$ cat config.mk
export PLATFORM = sky130hd
export DESIGN_NAME = psmsq_top
export DESIGN_NICKNAME = d
export VERILOG_FILES = /design/src/rtl/psmsq_pkg.sv /design/src/rtl/psmsq_timer.sv /design/src/rtl/psmsq_top.sv
export VERILOG_INCLUDE_DIRS = /design/src /design/src/rtl
export SDC_FILE = /design/constraint.sdc
export NUM_CORES = 1
export LEC_CHECK = 0
export BUFFER_PORTS_ARGS = -buffer_cell sky130_fd_sc_hd__buf_2
export CORE_MARGIN = 1.5
export CORE_UTILIZATION = 44
export DETAILED_ROUTE_END_ITERATION = 12
export GPL_TIMING_DRIVEN = 0
export HOLD_SLACK_MARGIN = 0.12
export PLACE_DENSITY_LB_ADDON = 0.08
export SKIP_CTS_REPAIR_TIMING = 1
export SLEW_MARGIN = 20
export SYNTH_ARGS = -nofsm -noshare
export SYNTH_HDL_FRONTEND = slang
export SYNTH_SLANG_ARGS = --single-unit
$ cat constraint.sdc
create_clock -name clk_sys -period 1.75 [get_ports clk_sys]
set_input_delay 0.2625 -clock clk_sys [delete_from_list [all_inputs] [get_ports clk_sys]]
set_output_delay 0.2625 -clock clk_sys [all_outputs]
set_load 0.05 [all_outputs]
$ cat src/rtl/psmsq_defs.svh
// constants and register map of the power save mode sequencer
// Notes on behaviour
// - wait-for-interrupt with deep sleep clear enters light sleep.
// - sleep-on-handler-return enters the selected mode on lowest handler exit.
// - light sleep halts level-stopped modules regardless of clock mask bits.
// - unmasked sufficient-priority interrupt leaves light sleep, restores run mode.
// - interrupt from a clock-stopped module cannot wake light sleep.
// - deep wait and retention stop all clocks but enabled slow ones; core kept.
// - async wake raises wake interrupt with cause recorded, resumes run mode.
// - backup powers off core domain; backup domain and slow clock kept.
// - backup left on brown-out, watchdog or pin reset and enabled wakes.
// - backup wakes: irq edges, both brown-outs, calendar events, watchdog.
// - slow clock source select picks which slow oscillator feeds backup modules.
// - reset exit runs reset sequence, releases when supply stable, records cause.
// - wake exit resets core only, sets backup flag, records backup wake cause.
// - light sleep wake latency only when clock sources were stopped.
// - deep wake waits full regulation unless fast wakeup; oscillator selectable.
// - during fast wakeup the flash controller runs with one wait state.
// - backup wake latency is core reset latency or regulation settling, whichever ends later.
`ifndef PSMSQ_DEFS_SVH
`define PSMSQ_DEFS_SVH

// ----------------------------------------
// register byte offsets
// ----------------------------------------
`define PSMSQ_OFF_CTRL 12'h000
`define PSMSQ_OFF_ASYNC_WAKE_ENABLE 12'h004
`define PSMSQ_OFF_STAT 12'h008
`define PSMSQ_OFF_WAKE_CAUSE 12'h00c
`define PSMSQ_OFF_RESET_CAUSE 12'h010
`define PSMSQ_OFF_BKWCAUSE 12'h014

// ----------------------------------------
// control fields
// ----------------------------------------
`define PSMSQ_CTRL_LVL_LSB 0
`define PSMSQ_CTRL_DEEP 2
`define PSMSQ_CTRL_EXIT 3
`define PSMSQ_CTRL_RET 4
`define PSMSQ_CTRL_BACKUP_SELECT 5
`define PSMSQ_CTRL_FAST 6
`define PSMSQ_CTRL_FOSC 7
`define PSMSQ_CTRL_SLOW_CLOCK_SOURCE_SELECT 8
`define PSMSQ_CTRL_RESET 9'h000

// ----------------------------------------
// reset cause bits
// ----------------------------------------
`define PSMSQ_RC_IOBOD 0
`define PSMSQ_RC_COREBOD 1
`define PSMSQ_RC_WDT 2
`define PSMSQ_RC_PIN 3
`define PSMSQ_RC_BACKUP_SELECT 4

// ----------------------------------------
// timing, in ns, and cycles at 8 ns
// ----------------------------------------
`define PSMSQ_CLK_NS 8
`define PSMSQ_CLKRST_NS 400
`define PSMSQ_CLKRST_CYC ((`PSMSQ_CLKRST_NS + `PSMSQ_CLK_NS - 1) / `PSMSQ_CLK_NS)
`define PSMSQ_CORERST_NS 800
`define PSMSQ_CORERST_CYC ((`PSMSQ_CORERST_NS + `PSMSQ_CLK_NS - 1) / `PSMSQ_CLK_NS)

`endif

$ cat src/rtl/psmsq_pkg.sv
// types of the power save mode sequencer
package psmsq_pkg;
	typedef enum logic [3:0] {
		PSMSQ_RUN = 4'h0,
		PSMSQ_LIGHT = 4'h1,
		PSMSQ_DEEP = 4'h2,
		PSMSQ_RETAIN = 4'h3,
		PSMSQ_BACKUP = 4'h4,
		PSMSQ_WAKE_CLK = 4'h5,
		PSMSQ_WAKE_REG = 4'h6,
		PSMSQ_CORE_RST = 4'h7
	} psmsq_state_t;
endpackage

$ cat src/rtl/psmsq_timer.sv
// down counter used for restart latencies
`timescale 1ns/1ps
module psmsq_timer #(
	parameter int W = 16
) (
	input wire logic clk_sys,
	input wire logic rst_n,
	input wire logic load,
	input wire logic [W-1:0] count,
	output logic done
);
	logic [W-1:0] cnt_q;

	always_ff @(posedge clk_sys or negedge rst_n)
	begin
		if (!rst_n)
			cnt_q <= '0;
		else if (load)
			cnt_q <= count;
		else if (cnt_q != '0)
			cnt_q <= cnt_q - 1'b1;
	end

	assign done = (cnt_q == '0) && !load;
endmodule

$ cat src/rtl/psmsq_top.sv
// power save mode sequencer with APB registers
//
// Local design decisions: the address map and register access over APB.
`timescale 1ns/1ps
`include "psmsq_defs.svh"
module psmsq_top #(
	parameter int NIRQ = 8,
	parameter int NAW = 8,
	parameter logic [15:0] CLKRST_CYC = 16'(`PSMSQ_CLKRST_CYC),
	parameter logic [15:0] CORERST_CYC = 16'(`PSMSQ_CORERST_CYC)
) (
	input wire logic clk_sys,
	input wire logic rst_n,
	input wire logic psel,
	input wire logic penable,
	input wire logic pwrite,
	input wire logic [11:0] paddr,
	input wire logic [31:0] pwdata,
	output logic [31:0] prdata,
	output logic pready,
	output logic pslverr,
	input wire logic wait_for_interrupt_instr,
	input wire logic lowest_handler_return,
	input wire logic [NIRQ-1:0] irq_pending,
	input wire logic [NIRQ-1:0] irq_on_ahb_clock,
	input wire logic [NIRQ-1:0] irq_on_apb_clock,
	input wire logic [NIRQ-1:0] irq_on_src_clock,
	input wire logic [NAW-1:0] async_wake_event,
	input wire logic [NAW-1:0] async_wake_exempt,
	input wire logic [7:0] backup_wake_event,
	input wire logic [3:0] backup_reset_req,
	input wire logic regulator_ready,
	input wire logic fast_regulator_ready,
	input wire logic clock_sources_ready,
	input wire logic power_scaling_ready,
	output logic cpu_clk_en,
	output logic ahb_clk_en,
	output logic apb_clk_en,
	output logic src_clk_en,
	output logic system_rc_osc_en,
	output logic fast_rc_osc_sel,
	output logic slow_clock_source_select,
	output logic core_power_on,
	output logic core_reset_n,
	output logic chip_reset_n,
	output logic flash_one_wait,
	output logic wake_irq,
	output psmsq_pkg::psmsq_state_t mode
);
	import psmsq_pkg::*;

	// ----------------------------------------
	// registers and state
	// ----------------------------------------
	psmsq_state_t state_q;
	logic [8:0] ctrl_q;
	logic [NAW-1:0] async_wake_enable_q;
	logic [NAW-1:0] wake_cause_q;
	logic [4:0] reset_cause_q;
	logic [7:0] bkwcause_q;
	logic [31:0] prdata_q;
	logic bkreset_exit_q;
	logic fast_q;
	logic tmr_load;
	logic [15:0] tmr_count;
	logic tmr_done;
	logic enter_req;
	logic [NIRQ-1:0] irq_live;
	logic light_wake;
	logic [NAW-1:0] aw_hit;
	logic bk_wake;
	logic bk_reset;
	logic wr_en;
	logic rd_en;
	logic addr_ok;
	logic [1:0] lvl;
	logic stopped_srcs;

	assign lvl = ctrl_q[`PSMSQ_CTRL_LVL_LSB +: 2];

	// ----------------------------------------
	// APB slave, zero wait states
	// ----------------------------------------
	assign pready = 1'b1;
	assign addr_ok = (paddr == `PSMSQ_OFF_CTRL) || (paddr == `PSMSQ_OFF_ASYNC_WAKE_ENABLE) ||
		(paddr == `PSMSQ_OFF_STAT) || (paddr == `PSMSQ_OFF_WAKE_CAUSE) ||
		(paddr == `PSMSQ_OFF_RESET_CAUSE) || (paddr == `PSMSQ_OFF_BKWCAUSE);
	assign pslverr = psel && penable && !addr_ok;
	assign wr_en = psel && penable && pwrite && addr_ok;
	assign rd_en = psel && !penable && !pwrite;
	assign prdata = prdata_q;

	always_ff @(posedge clk_sys or negedge rst_n)
	begin
		if (!rst_n)
			prdata_q <= 32'h0000_0000;
		else if (rd_en)
		begin
			unique case (paddr)
				`PSMSQ_OFF_CTRL: prdata_q <= 32'(ctrl_q);
				`PSMSQ_OFF_ASYNC_WAKE_ENABLE: prdata_q <= 32'(async_wake_enable_q);
				`PSMSQ_OFF_STAT: prdata_q <= {23'h0, power_scaling_ready, fast_q, state_q, 3'h0};
				`PSMSQ_OFF_WAKE_CAUSE: prdata_q <= 32'(wake_cause_q);
				`PSMSQ_OFF_RESET_CAUSE: prdata_q <= 32'(reset_cause_q);
				`PSMSQ_OFF_BKWCAUSE: prdata_q <= 32'(bkwcause_q);
				default: prdata_q <= 32'h0000_0000;
			endcase
		end
	end

	always_ff @(posedge clk_sys or negedge rst_n)
	begin
		if (!rst_n)
			ctrl_q <= `PSMSQ_CTRL_RESET;
		else if (wr_en && paddr == `PSMSQ_OFF_CTRL)
			ctrl_q <= pwdata[8:0];
	end

	always_ff @(posedge clk_sys or negedge rst_n)
	begin
		if (!rst_n)
			async_wake_enable_q <= '0;
		else if (wr_en && paddr == `PSMSQ_OFF_ASYNC_WAKE_ENABLE)
			async_wake_enable_q <= pwdata[NAW-1:0];
	end

	// ----------------------------------------
	// wake qualification
	// ----------------------------------------
	// an interrupt counts only if its source clock is running in this level
	assign irq_live = irq_pending & ~(irq_on_ahb_clock & {NIRQ{lvl >= 2'd1}})
		& ~(irq_on_apb_clock & {NIRQ{lvl >= 2'd2}})
		& ~(irq_on_src_clock & {NIRQ{lvl == 2'd3}});
	assign light_wake = |irq_live;
	// exempt sources (external irq, calendar) need no enable bit
	assign aw_hit = async_wake_event & (async_wake_enable_q | async_wake_exempt);
	assign bk_wake = |backup_wake_event;
	assign bk_reset = |backup_reset_req;
	assign enter_req = wait_for_interrupt_instr || (lowest_handler_return && ctrl_q[`PSMSQ_CTRL_EXIT]);
	assign stopped_srcs = (lvl == 2'd3);

	// ----------------------------------------
	// mode sequencer
	// ----------------------------------------
	always_ff @(posedge clk_sys or negedge rst_n)
	begin
		if (!rst_n)
			state_q <= PSMSQ_RUN;
		else
		begin
			unique case (state_q)
				PSMSQ_RUN:
					if (enter_req)
					begin
						if (!ctrl_q[`PSMSQ_CTRL_DEEP])
							state_q <= PSMSQ_LIGHT;
						else if (ctrl_q[`PSMSQ_CTRL_BACKUP_SELECT])
							state_q <= PSMSQ_BACKUP;
						else if (ctrl_q[`PSMSQ_CTRL_RET])
							state_q <= PSMSQ_RETAIN;
						else
							state_q <= PSMSQ_DEEP;
					end
				PSMSQ_LIGHT:
					if (light_wake)
						state_q <= stopped_srcs ? PSMSQ_WAKE_CLK : PSMSQ_RUN;
				PSMSQ_DEEP, PSMSQ_RETAIN:
					if (|aw_hit)
						state_q <= PSMSQ_WAKE_REG;
				PSMSQ_BACKUP:
					if (bk_reset || bk_wake)
						state_q <= PSMSQ_CORE_RST;
				PSMSQ_WAKE_CLK:
					if (tmr_done && clock_sources_ready)
						state_q <= PSMSQ_RUN;
				PSMSQ_WAKE_REG:
					if (fast_q ? fast_regulator_ready : regulator_ready)
						state_q <= PSMSQ_RUN;
				PSMSQ_CORE_RST:
					if (tmr_done && regulator_ready)
						state_q <= PSMSQ_RUN;
				default: state_q <= PSMSQ_RUN;
			endcase
		end
	end

	assign tmr_load = (state_q == PSMSQ_LIGHT && light_wake && stopped_srcs) ||
		(state_q == PSMSQ_BACKUP && (bk_reset || bk_wake));
	assign tmr_count = (state_q == PSMSQ_BACKUP) ? CORERST_CYC : CLKRST_CYC;

	psmsq_timer #(
		.W(16)
	) u_timer (
		.clk_sys(clk_sys),
		.rst_n(rst_n),
		.load(tmr_load),
		.count(tmr_count),
		.done(tmr_done)
	);

	// ----------------------------------------
	// causes and wake flags
	// ----------------------------------------
	always_ff @(posedge clk_sys or negedge rst_n)
	begin
		if (!rst_n)
			fast_q <= 1'b0;
		else if (state_q == PSMSQ_RUN && enter_req)
			fast_q <= ctrl_q[`PSMSQ_CTRL_FAST];
		else if (state_q == PSMSQ_RUN && power_scaling_ready)
			fast_q <= 1'b0;
	end

	always_ff @(posedge clk_sys or negedge rst_n)
	begin
		if (!rst_n)
			bkreset_exit_q <= 1'b0;
		else if (state_q == PSMSQ_BACKUP && (bk_reset || bk_wake))
			bkreset_exit_q <= bk_reset;
	end

	// hardware set beats software write-one-to-clear
	always_ff @(posedge clk_sys or negedge rst_n)
	begin
		if (!rst_n)
			wake_cause_q <= '0;
		else if ((state_q == PSMSQ_DEEP || state_q == PSMSQ_RETAIN) && |aw_hit)
			wake_cause_q <= (wr_en && paddr == `PSMSQ_OFF_WAKE_CAUSE) ?
				((wake_cause_q & ~pwdata[NAW-1:0]) | aw_hit) : (wake_cause_q | aw_hit);
		else if (wr_en && paddr == `PSMSQ_OFF_WAKE_CAUSE)
			wake_cause_q <= wake_cause_q & ~pwdata[NAW-1:0];
	end

	always_ff @(posedge clk_sys or negedge rst_n)
	begin
		if (!rst_n)
			reset_cause_q <= 5'h00;
		else if (state_q == PSMSQ_BACKUP && bk_reset)
			reset_cause_q <= {1'b0, backup_reset_req};
		else if (state_q == PSMSQ_BACKUP && bk_wake)
			reset_cause_q <= 5'(1) << `PSMSQ_RC_BACKUP_SELECT;
		else if (wr_en && paddr == `PSMSQ_OFF_RESET_CAUSE)
			reset_cause_q <= reset_cause_q & ~pwdata[4:0];
	end

	always_ff @(posedge clk_sys or negedge rst_n)
	begin
		if (!rst_n)
			bkwcause_q <= 8'h00;
		else if (state_q == PSMSQ_BACKUP && bk_wake && !bk_reset)
			bkwcause_q <= backup_wake_event;
		else if (wr_en && paddr == `PSMSQ_OFF_BKWCAUSE)
			bkwcause_q <= bkwcause_q & ~pwdata[7:0];
	end

	// ----------------------------------------
	// clock, power and reset outputs
	// ----------------------------------------
	logic deep_like;
	assign deep_like = (state_q == PSMSQ_DEEP) || (state_q == PSMSQ_RETAIN) || (state_q == PSMSQ_BACKUP);

	always_comb
	begin
		cpu_clk_en = (state_q == PSMSQ_RUN);
		ahb_clk_en = (state_q == PSMSQ_RUN) || (state_q == PSMSQ_LIGHT && lvl == 2'd0);
		apb_clk_en = (state_q == PSMSQ_RUN) || (state_q == PSMSQ_LIGHT && lvl <= 2'd1);
		src_clk_en = !deep_like && !(state_q == PSMSQ_LIGHT && lvl == 2'd3);
		system_rc_osc_en = !deep_like;
	end

	assign fast_rc_osc_sel = fast_q && ctrl_q[`PSMSQ_CTRL_FOSC];
	assign flash_one_wait = fast_q;
	assign slow_clock_source_select = ctrl_q[`PSMSQ_CTRL_SLOW_CLOCK_SOURCE_SELECT];
	assign core_power_on = (state_q != PSMSQ_BACKUP);
	assign core_reset_n = (state_q != PSMSQ_BACKUP) && (state_q != PSMSQ_CORE_RST);
	assign chip_reset_n = !(state_q == PSMSQ_CORE_RST && bkreset_exit_q);
	assign wake_irq = |wake_cause_q;
	assign mode = state_q;
endmodule

==> results.txt, run 1 <==
H-tree Lvls -> 3
Final worst path period share -> 116.5%
Worst r2r src -> u_timer.cnt_q[2]$_DFFE_PN0P_
Placed cell area -> 4964 µm²
Synth Flop Type -> dfrtp_1
HPWL after DPL -> 8.918 mm
Post-synth EDFFs -> 0
Max Cap Violations -> 0
Uppermost layer routed -> met4
Core ar. -> 8806 µm²
Routed wl met2 -> 6.434 mm
DR WL/cell -> 17.28 µm
Skew-Pair Late Insertion Delay -> 0.35 ns
Syn-to-layout area delta -> 45.06%
Pin count of the biggest net entering global routing -> 41
Critical path endpoint category -> flip-flop
Fin nets -> 745
Hold path endpoint -> bkwcause_q[5]$_DFFE_PN0P_
WP buf/inv -> 1
Clock buffer depth -> 2
Delay-heaviest family, CP -> simple AND/OR/NAND/NOR gates
Clk root buf -> clkbuf_8
Clock sink total -> 68
Number of synthesized register bits -> 68
Slowest stage delay, CP -> 0.43 ns
CTS tree -> yes
DR vias -> 4112
R2R depth -> 7
DIE AREA -> 9760 µm²
Die W -> 98.80 µm
VDD IR max -> 0.0004821 V
Number of vias per cell -> 5.549
Leakage -> 2.687 nW
Hold Vio Cnt, Final -> 0
Slew headroom -> 57.13%
Most frequent cells in the layout -> 107 x buf_2, 62 x nand2_1, 61 x buf_4
Worst EP required -> 1.97 ns
CP arrival -> 2.26 ns
Crit path launch type -> flip-flop
Metal-1 WL -> 5.336 mm
Place WS -> -0.6445 ns
Final WL -> 12.81 mm
Critical-path cell list -> nor4_4 > and4_1 > buf_6 > a21oi_4 > or2_0 > a311oi_1 > o21ai_1
Antenna violations before repair -> 0
Synth cell types -> 61
Final min period -> 2.040 ns
Worst hold path class -> primary input to flip-flop
Design Area, Final -> 5857 µm²
Initial DRC Count -> 297
Final setup fails -> 16
Cts bufs inserted -> 9
RSZ-0062 raised after global routing -> true
Row Count -> 34
Violated checks -> design-rule violations, negative setup slack
Ant diodes -> 0
Flop2flop setup slack -> -0.29 ns
Height of the chip -> 98.80 µm
Synthesized area -> 4038 µm²
Post-Syn Area per Cell -> 9.176 µm²
Setup Skew -> 0.007350 ns
1st-pass router iterations -> 9
Ratio of cells with drive above 1 in the final layout -> 46.29%
Global-route wire length before repair -> 19.06 mm
Synthesized instance count -> 440
Synth async-reset ratio -> 100.0%
Worst-path clk slew -> 0.08 ns
Worst slew pin tran -> 0.6403 ns
Vias in the first global route -> 3751
Initial Utilization -> 45.85%
Met3 WL -> 755 µm
Gr ovfl total -> 0
Port buffer count -> 115
Critical path class -> flip-flop to flip-flop
Outcome -> finished, violations left
I/O pin total -> 165
PwrDens -> 631.8 nW/µm²
Critical path's slowest cell -> dfrtp_2
Number of remaining DRC errors -> 4
Hold Path Cell Cnt -> 3
Gr usage total -> 24.83%
Sequential share of the synthesized area -> 42.14%
RD Place Congestion -> 0.8354
Worst R2R End -> mode[0]$_DFFE_PN0P_
Peak Freq -> 0.4903 GHz
Synth Warn # -> 0
Worst setup margin -> -0.2896 ns
Max Fanout on Critical Path -> 6
Commonest non-fill, non-tap cell in the layout -> buf_2
Hold path startpoint -> backup_wake_event[5]
Hold Slack -> 0.1307 ns
DRT antenna net count -> 0
Fin. max-slew vios -> 0
## routing by layer
metal  GRT usage [%]  vias up
li1                -     1942
met1           33.35     1979
met2           41.01      169
met3           5.035       22
met4           6.703        0
met5               0        -
## sequential cells by signal (all words and copies together) (netlist names)
| name | flops |
|---|---|
| async_wake_enable_q | 8 |
| bkwcause_q | 8 |
| flash_one_wait | 1 |
| bkreset_exit_q | 1 |
| prdata | 9 |
| ctrl_q | 9 |
| reset_cause_q | 5 |
| mode | 3 |
| wake_cause_q | 8 |
| u_timer.cnt_q | 16 |
## power breakdown
| group | total [W] | switching [W] | leakage, nW | internal [W] |
|---|---|---|---|---|
| registers | 0.00164 | 0.0000258 | 0.840 | 0.00161 |
| clock network | 0.00143 | 0.000631 | 0.102 | 0.000796 |
| logic | 0.000636 | 0.000435 | 1.75 | 0.000201 |
## final cells by class
cell class                      instances  area [µm²]
Sequential cell                        68        1712
Inverter                               10       43.79
Fill cell                             746        2949
Multi-Input combinational cell        343        2441
Buffer                                 39       314.1
Clock inverter                          6       88.84
Tap cell                              108       135.1
Timing Repair Buffer                  158       998.5
Clock buffer                            9       123.9
## synthesized netlist by cell type, types with 4 or more instances
cell	count	area share, %
dfrtp_1	68	42
nand2_1	64	5.9
o21ai_0	35	4.3
nor2_1	30	2.8
a21oi_1	29	3.6
buf_4	26	4.8
mux2_2	17	4.7
mux2i_1	12	3.0
nor3_1	11	1.4
inv_1	10	0.93
nor4_1	10	1.5
xnor2_1	10	2.2
o211ai_1	8	1.5
clkbuf_1	7	0.65
nand3_1	7	0.87
nand4_1	7	1.1
o2bb2ai_1	7	1.5
a221oi_1	6	1.3
buf_2	6	0.74
a32o_1	5	1.2
a211oi_1	4	0.74
nor3b_1	4	0.74
## how the worst max path moves through the flow
| stage | start | end | cells after the start |
|---|---|---|---|
| 6_report | u_timer.cnt_q[2]$_DFFE_PN0P_ | mode[0]$_DFFE_PN0P_ | 7 |
| 5_1_grt | u_timer.cnt_q[2]$_DFFE_PN0P_ | u_timer.cnt_q[12]$_DFFE_PN0P_ | 7 |
| 4_1_cts | mode[1]$_DFFE_PN0P_ | src_clk_en | 5 |
| 3_5_place_dp | paddr[10] | async_wake_enable_q[6]$_DFFE_PN0P_ | 7 |
| 3_3_place_gp | paddr[10] | async_wake_enable_q[7]$_DFFE_PN0P_ | 7 |
| 2_1_floorplan | mode[0]$_DFFE_PN0P_ | mode[0]$_DFFE_PN0P_ | 7 |
## logic make-up after synthesis
family / share of synthesized area (%)
and+or+nand+nor: 20.70
other: 0.1860
buffers and inverters: 7.840
muxes: 7.716
xor gates and xnor gates: 2.603
adders and majority gates: 0.3098
DFF: 42.14
AOI/OAI and AO/OA: 18.50
## per-stage QoR
stage                     power, W  setup TNS (ns)  cells  util (%)
after floorplan           0.002055          -5.844    463         -
after global placement    0.002274          -22.98    686     56.11
after detailed placement  0.002286          -24.45    687     56.37
after CTS                 0.003708          -14.06    702     58.78
after global routing      0.003839          -4.425    741     66.51
final                     0.003700          -2.079    741     66.51
## worst register-to-register path, stage by stage (launching register included)
cell      delay, ns
dfrtp_2        0.43
nor4_4         0.39
and4_1         0.27
buf_6          0.16
a21oi_4        0.07
or2_0          0.22
a311oi_1       0.26
o21ai_1        0.12
(Power assumes the default switching activity.)
==> inputs of run 2 (changes only) <==
==> constraint.sdc (replaced) <==
create_clock -name clk_sys -period 1.75 [get_ports clk_sys]
set_input_delay 0.175 -clock clk_sys [delete_from_list [all_inputs] [get_ports clk_sys]]
set_output_delay 0.175 -clock clk_sys [all_outputs]
set_load 0.05 [all_outputs]
==> run 2 against run 1 <==
The run still ends with design-rule violations, negative setup slack left; first-iteration DRC count fell by 23%; hold slack got worse by 0.027 ns; routed wire length fell by 1.1%; critical path type unchanged; highest routed layer unchanged.
==> results.txt, run 2 (synthesized netlist as in run 1, its figures left out) <==
Peak Freq -> 0.4964 GHz (+1.2%)
VDD IR max -> 0.0005102 V (+5.8%)
DR vias -> 4137 (+0.61%)
I/O pin total -> 165 (unchanged)
Number of vias per cell -> 5.472 (-1.4%)
Worst slew pin tran -> 0.6600 ns (+0.01970 ns)
Number of remaining DRC errors -> 5 (+1)
Port buffer count -> 115 (unchanged)
Worst-path clk slew -> 0.08 ns (about the same)
Final min period -> 2.015 ns (-0.02509 ns)
Total power -> 0.003950 W (+6.7%)
Syn-to-layout area delta -> 47.72%
Max Cap Violations -> 0 (unchanged)
Ant diodes -> 0 (unchanged)
Layout Cells excl Fill -> 756 (+2.0%)
CTS tree -> yes
Global-route wire length before repair -> 18.53 mm (-2.8%)
Setup Skew -> 0.008202 ns (+0.0008520 ns)
Antenna violations before repair -> 0 (unchanged)
Crit path launch type -> flip-flop
DIE AREA -> 9760 µm² (unchanged)
Pin count of the biggest net entering global routing -> 46 (+12%)
Place WS -> -0.6026 ns (+0.04187 ns)
Worst hold path class -> primary input to flip-flop
PwrDens -> 662.2 nW/µm² (+4.8%)
Initial Utilization -> 45.85% (unchanged)
CP arrival -> 2.22 ns (-0.04 ns)
DRT antenna net count -> 0 (unchanged)
Vias in the first global route -> 3746 (-0.13%)
Height of the chip -> 98.80 µm (unchanged)
Final WL -> 12.67 mm (-1.1%)
Clock buffer depth -> 2 (unchanged)
RD Place Congestion -> 0.8071 (-3.4%)
Ratio of cells with drive above 1 in the final layout -> 43.83% (-2.5 points)
Final worst path period share -> 115.1% (-1.4 points)
Fin. max-slew vios -> 0 (unchanged)
Number of flip-flops in the largest register -> 16 (unchanged)
DR WL/cell -> 16.75 µm (-3.1%)
Leakage -> 2.718 nW (+1.1%)
Fin nets -> 759 (+1.9%)
Core ar. -> 8806 µm² (unchanged)
HPWL after DPL -> 8.825 mm (-1.0%)
H-tree Lvls -> 3 (unchanged)
Cts bufs inserted -> 9 (unchanged)
Critical path class -> flip-flop to flip-flop
1st-pass router iterations -> 9 (unchanged)
Worst EP required -> 1.96 ns (about the same)
Most frequent cells in the layout -> 109 x buf_2, 63 x buf_4, 63 x dfrtp_1
RSZ-0062 raised after global routing -> true
Gr ovfl total -> 0 (unchanged)
Row Count -> 34 (unchanged)
Violated checks -> design-rule violations, negative setup slack
Clock sink total -> 68 (unchanged)
Hold Vio Cnt, Final -> 0 (unchanged)
Outcome -> finished, violations left
Most flops, register -> u_timer.cnt_q
Final core utilization -> 67.73% (+1.2 points)
Skew-Pair Late Insertion Delay -> 0.34 ns (about the same)
Final setup fails -> 14 (-2)
Worst setup margin -> -0.2645 ns (+0.02509 ns)
Initial DRC Count -> 228 (-23%)
Clk root buf -> clkbuf_8
Dpl cells -> 687 (unchanged)
Critical path endpoint category -> flip-flop
Slew headroom -> 55.59% (-1.5 points)
Gr usage total -> 24.18% (-0.64 points)
Max Fanout on Critical Path -> 5 (-1)
Die W -> 98.80 µm (unchanged)
Commonest non-fill, non-tap cell in the layout -> buf_2
run 2: cell count changes in the layout (fill, tap and decap cells not counted), moves of 3 or more:
cell | before | now
dfrtp_2 | 8 | 5
o21ai_1 | 2 | 9
o21ai_2 | 8 | 1
dlygate4sd3_1 | 1 | 14
dfrtp_1 | 60 | 63
buf_6 | 25 | 19
run 2: report_power, final:
group	leakage [nW]	switching, W	total [W]	internal, W
logic	1.75	0.000435	0.000655	0.000219
registers	0.843	0.0000251	0.00164	0.00161
clock network	0.126	0.000628	0.00166	0.00103
total	2.72	0.00109	0.00395	0.00286
run 2: final cells by class:
type	instances	area (µm²)
buffer	40	322.8
clock buffer	11	151.4
clock inverter	5	106.4
fill	721	2841
inverter	10	45.04
multi-input combinational	343	2384
sequential	68	1708
tap	108	135.1
timing repair buffer	171	1112
run 2: final timing paths:
kind,start,end,slack (ns),cells past startpoint
setup / recovery,u_timer.cnt_q[7]$_DFFE_PN0P_,mode[0]$_DFFE_PN0P_,-0.26,7
hold / removal,backup_wake_event[1],bkwcause_q[1]$_DFFE_PN0P_,0.10,3
setup reg to reg,u_timer.cnt_q[7]$_DFFE_PN0P_,mode[0]$_DFFE_PN0P_,-0.26,7
hold reg to reg,bkreset_exit_q$_DFFE_PN0P_,bkreset_exit_q$_DFFE_PN0P_,0.49,1
max in group asynchronous,rst_n,mode[0]$_DFFE_PN0P_,0.93,3
min in group asynchronous,rst_n,u_timer.cnt_q[0]$_DFFE_PN0P_,0.28,2
run 2: metal layers:
metal	vias to the layer above	part of all wire, %	track usage [%]
li1	1974	-	-
met3	16	5.6	3.830
met1	1995	43	32.23
met2	152	50	40.21
met4	0	1.8	8.242
met5	-	0	0
run 2: stage by stage:
stage / hold slack (ns) / area (µm²) / TNS [ns]
after floorplan: -0.1206 / 4229 / -5.138
after global placement: 0.4069 / 4940 / -18.01
after detailed placement: 0.1022 / 4975 / -20.64
after CTS: -0.2647 / 5233 / -12.33
after global routing: 0.1169 / 5964 / -3.949
final: 0.1037 / 5964 / -1.590
run 2: critical path, stage by stage, from the launching register on:
cell and delay (ns):
dfrtp_1 0.45, nor4_4 0.39, and4_1 0.26, buf_6 0.14
a21oi_2 0.06, or2_1 0.24, a311oi_2 0.24, o21ai_1 0.12
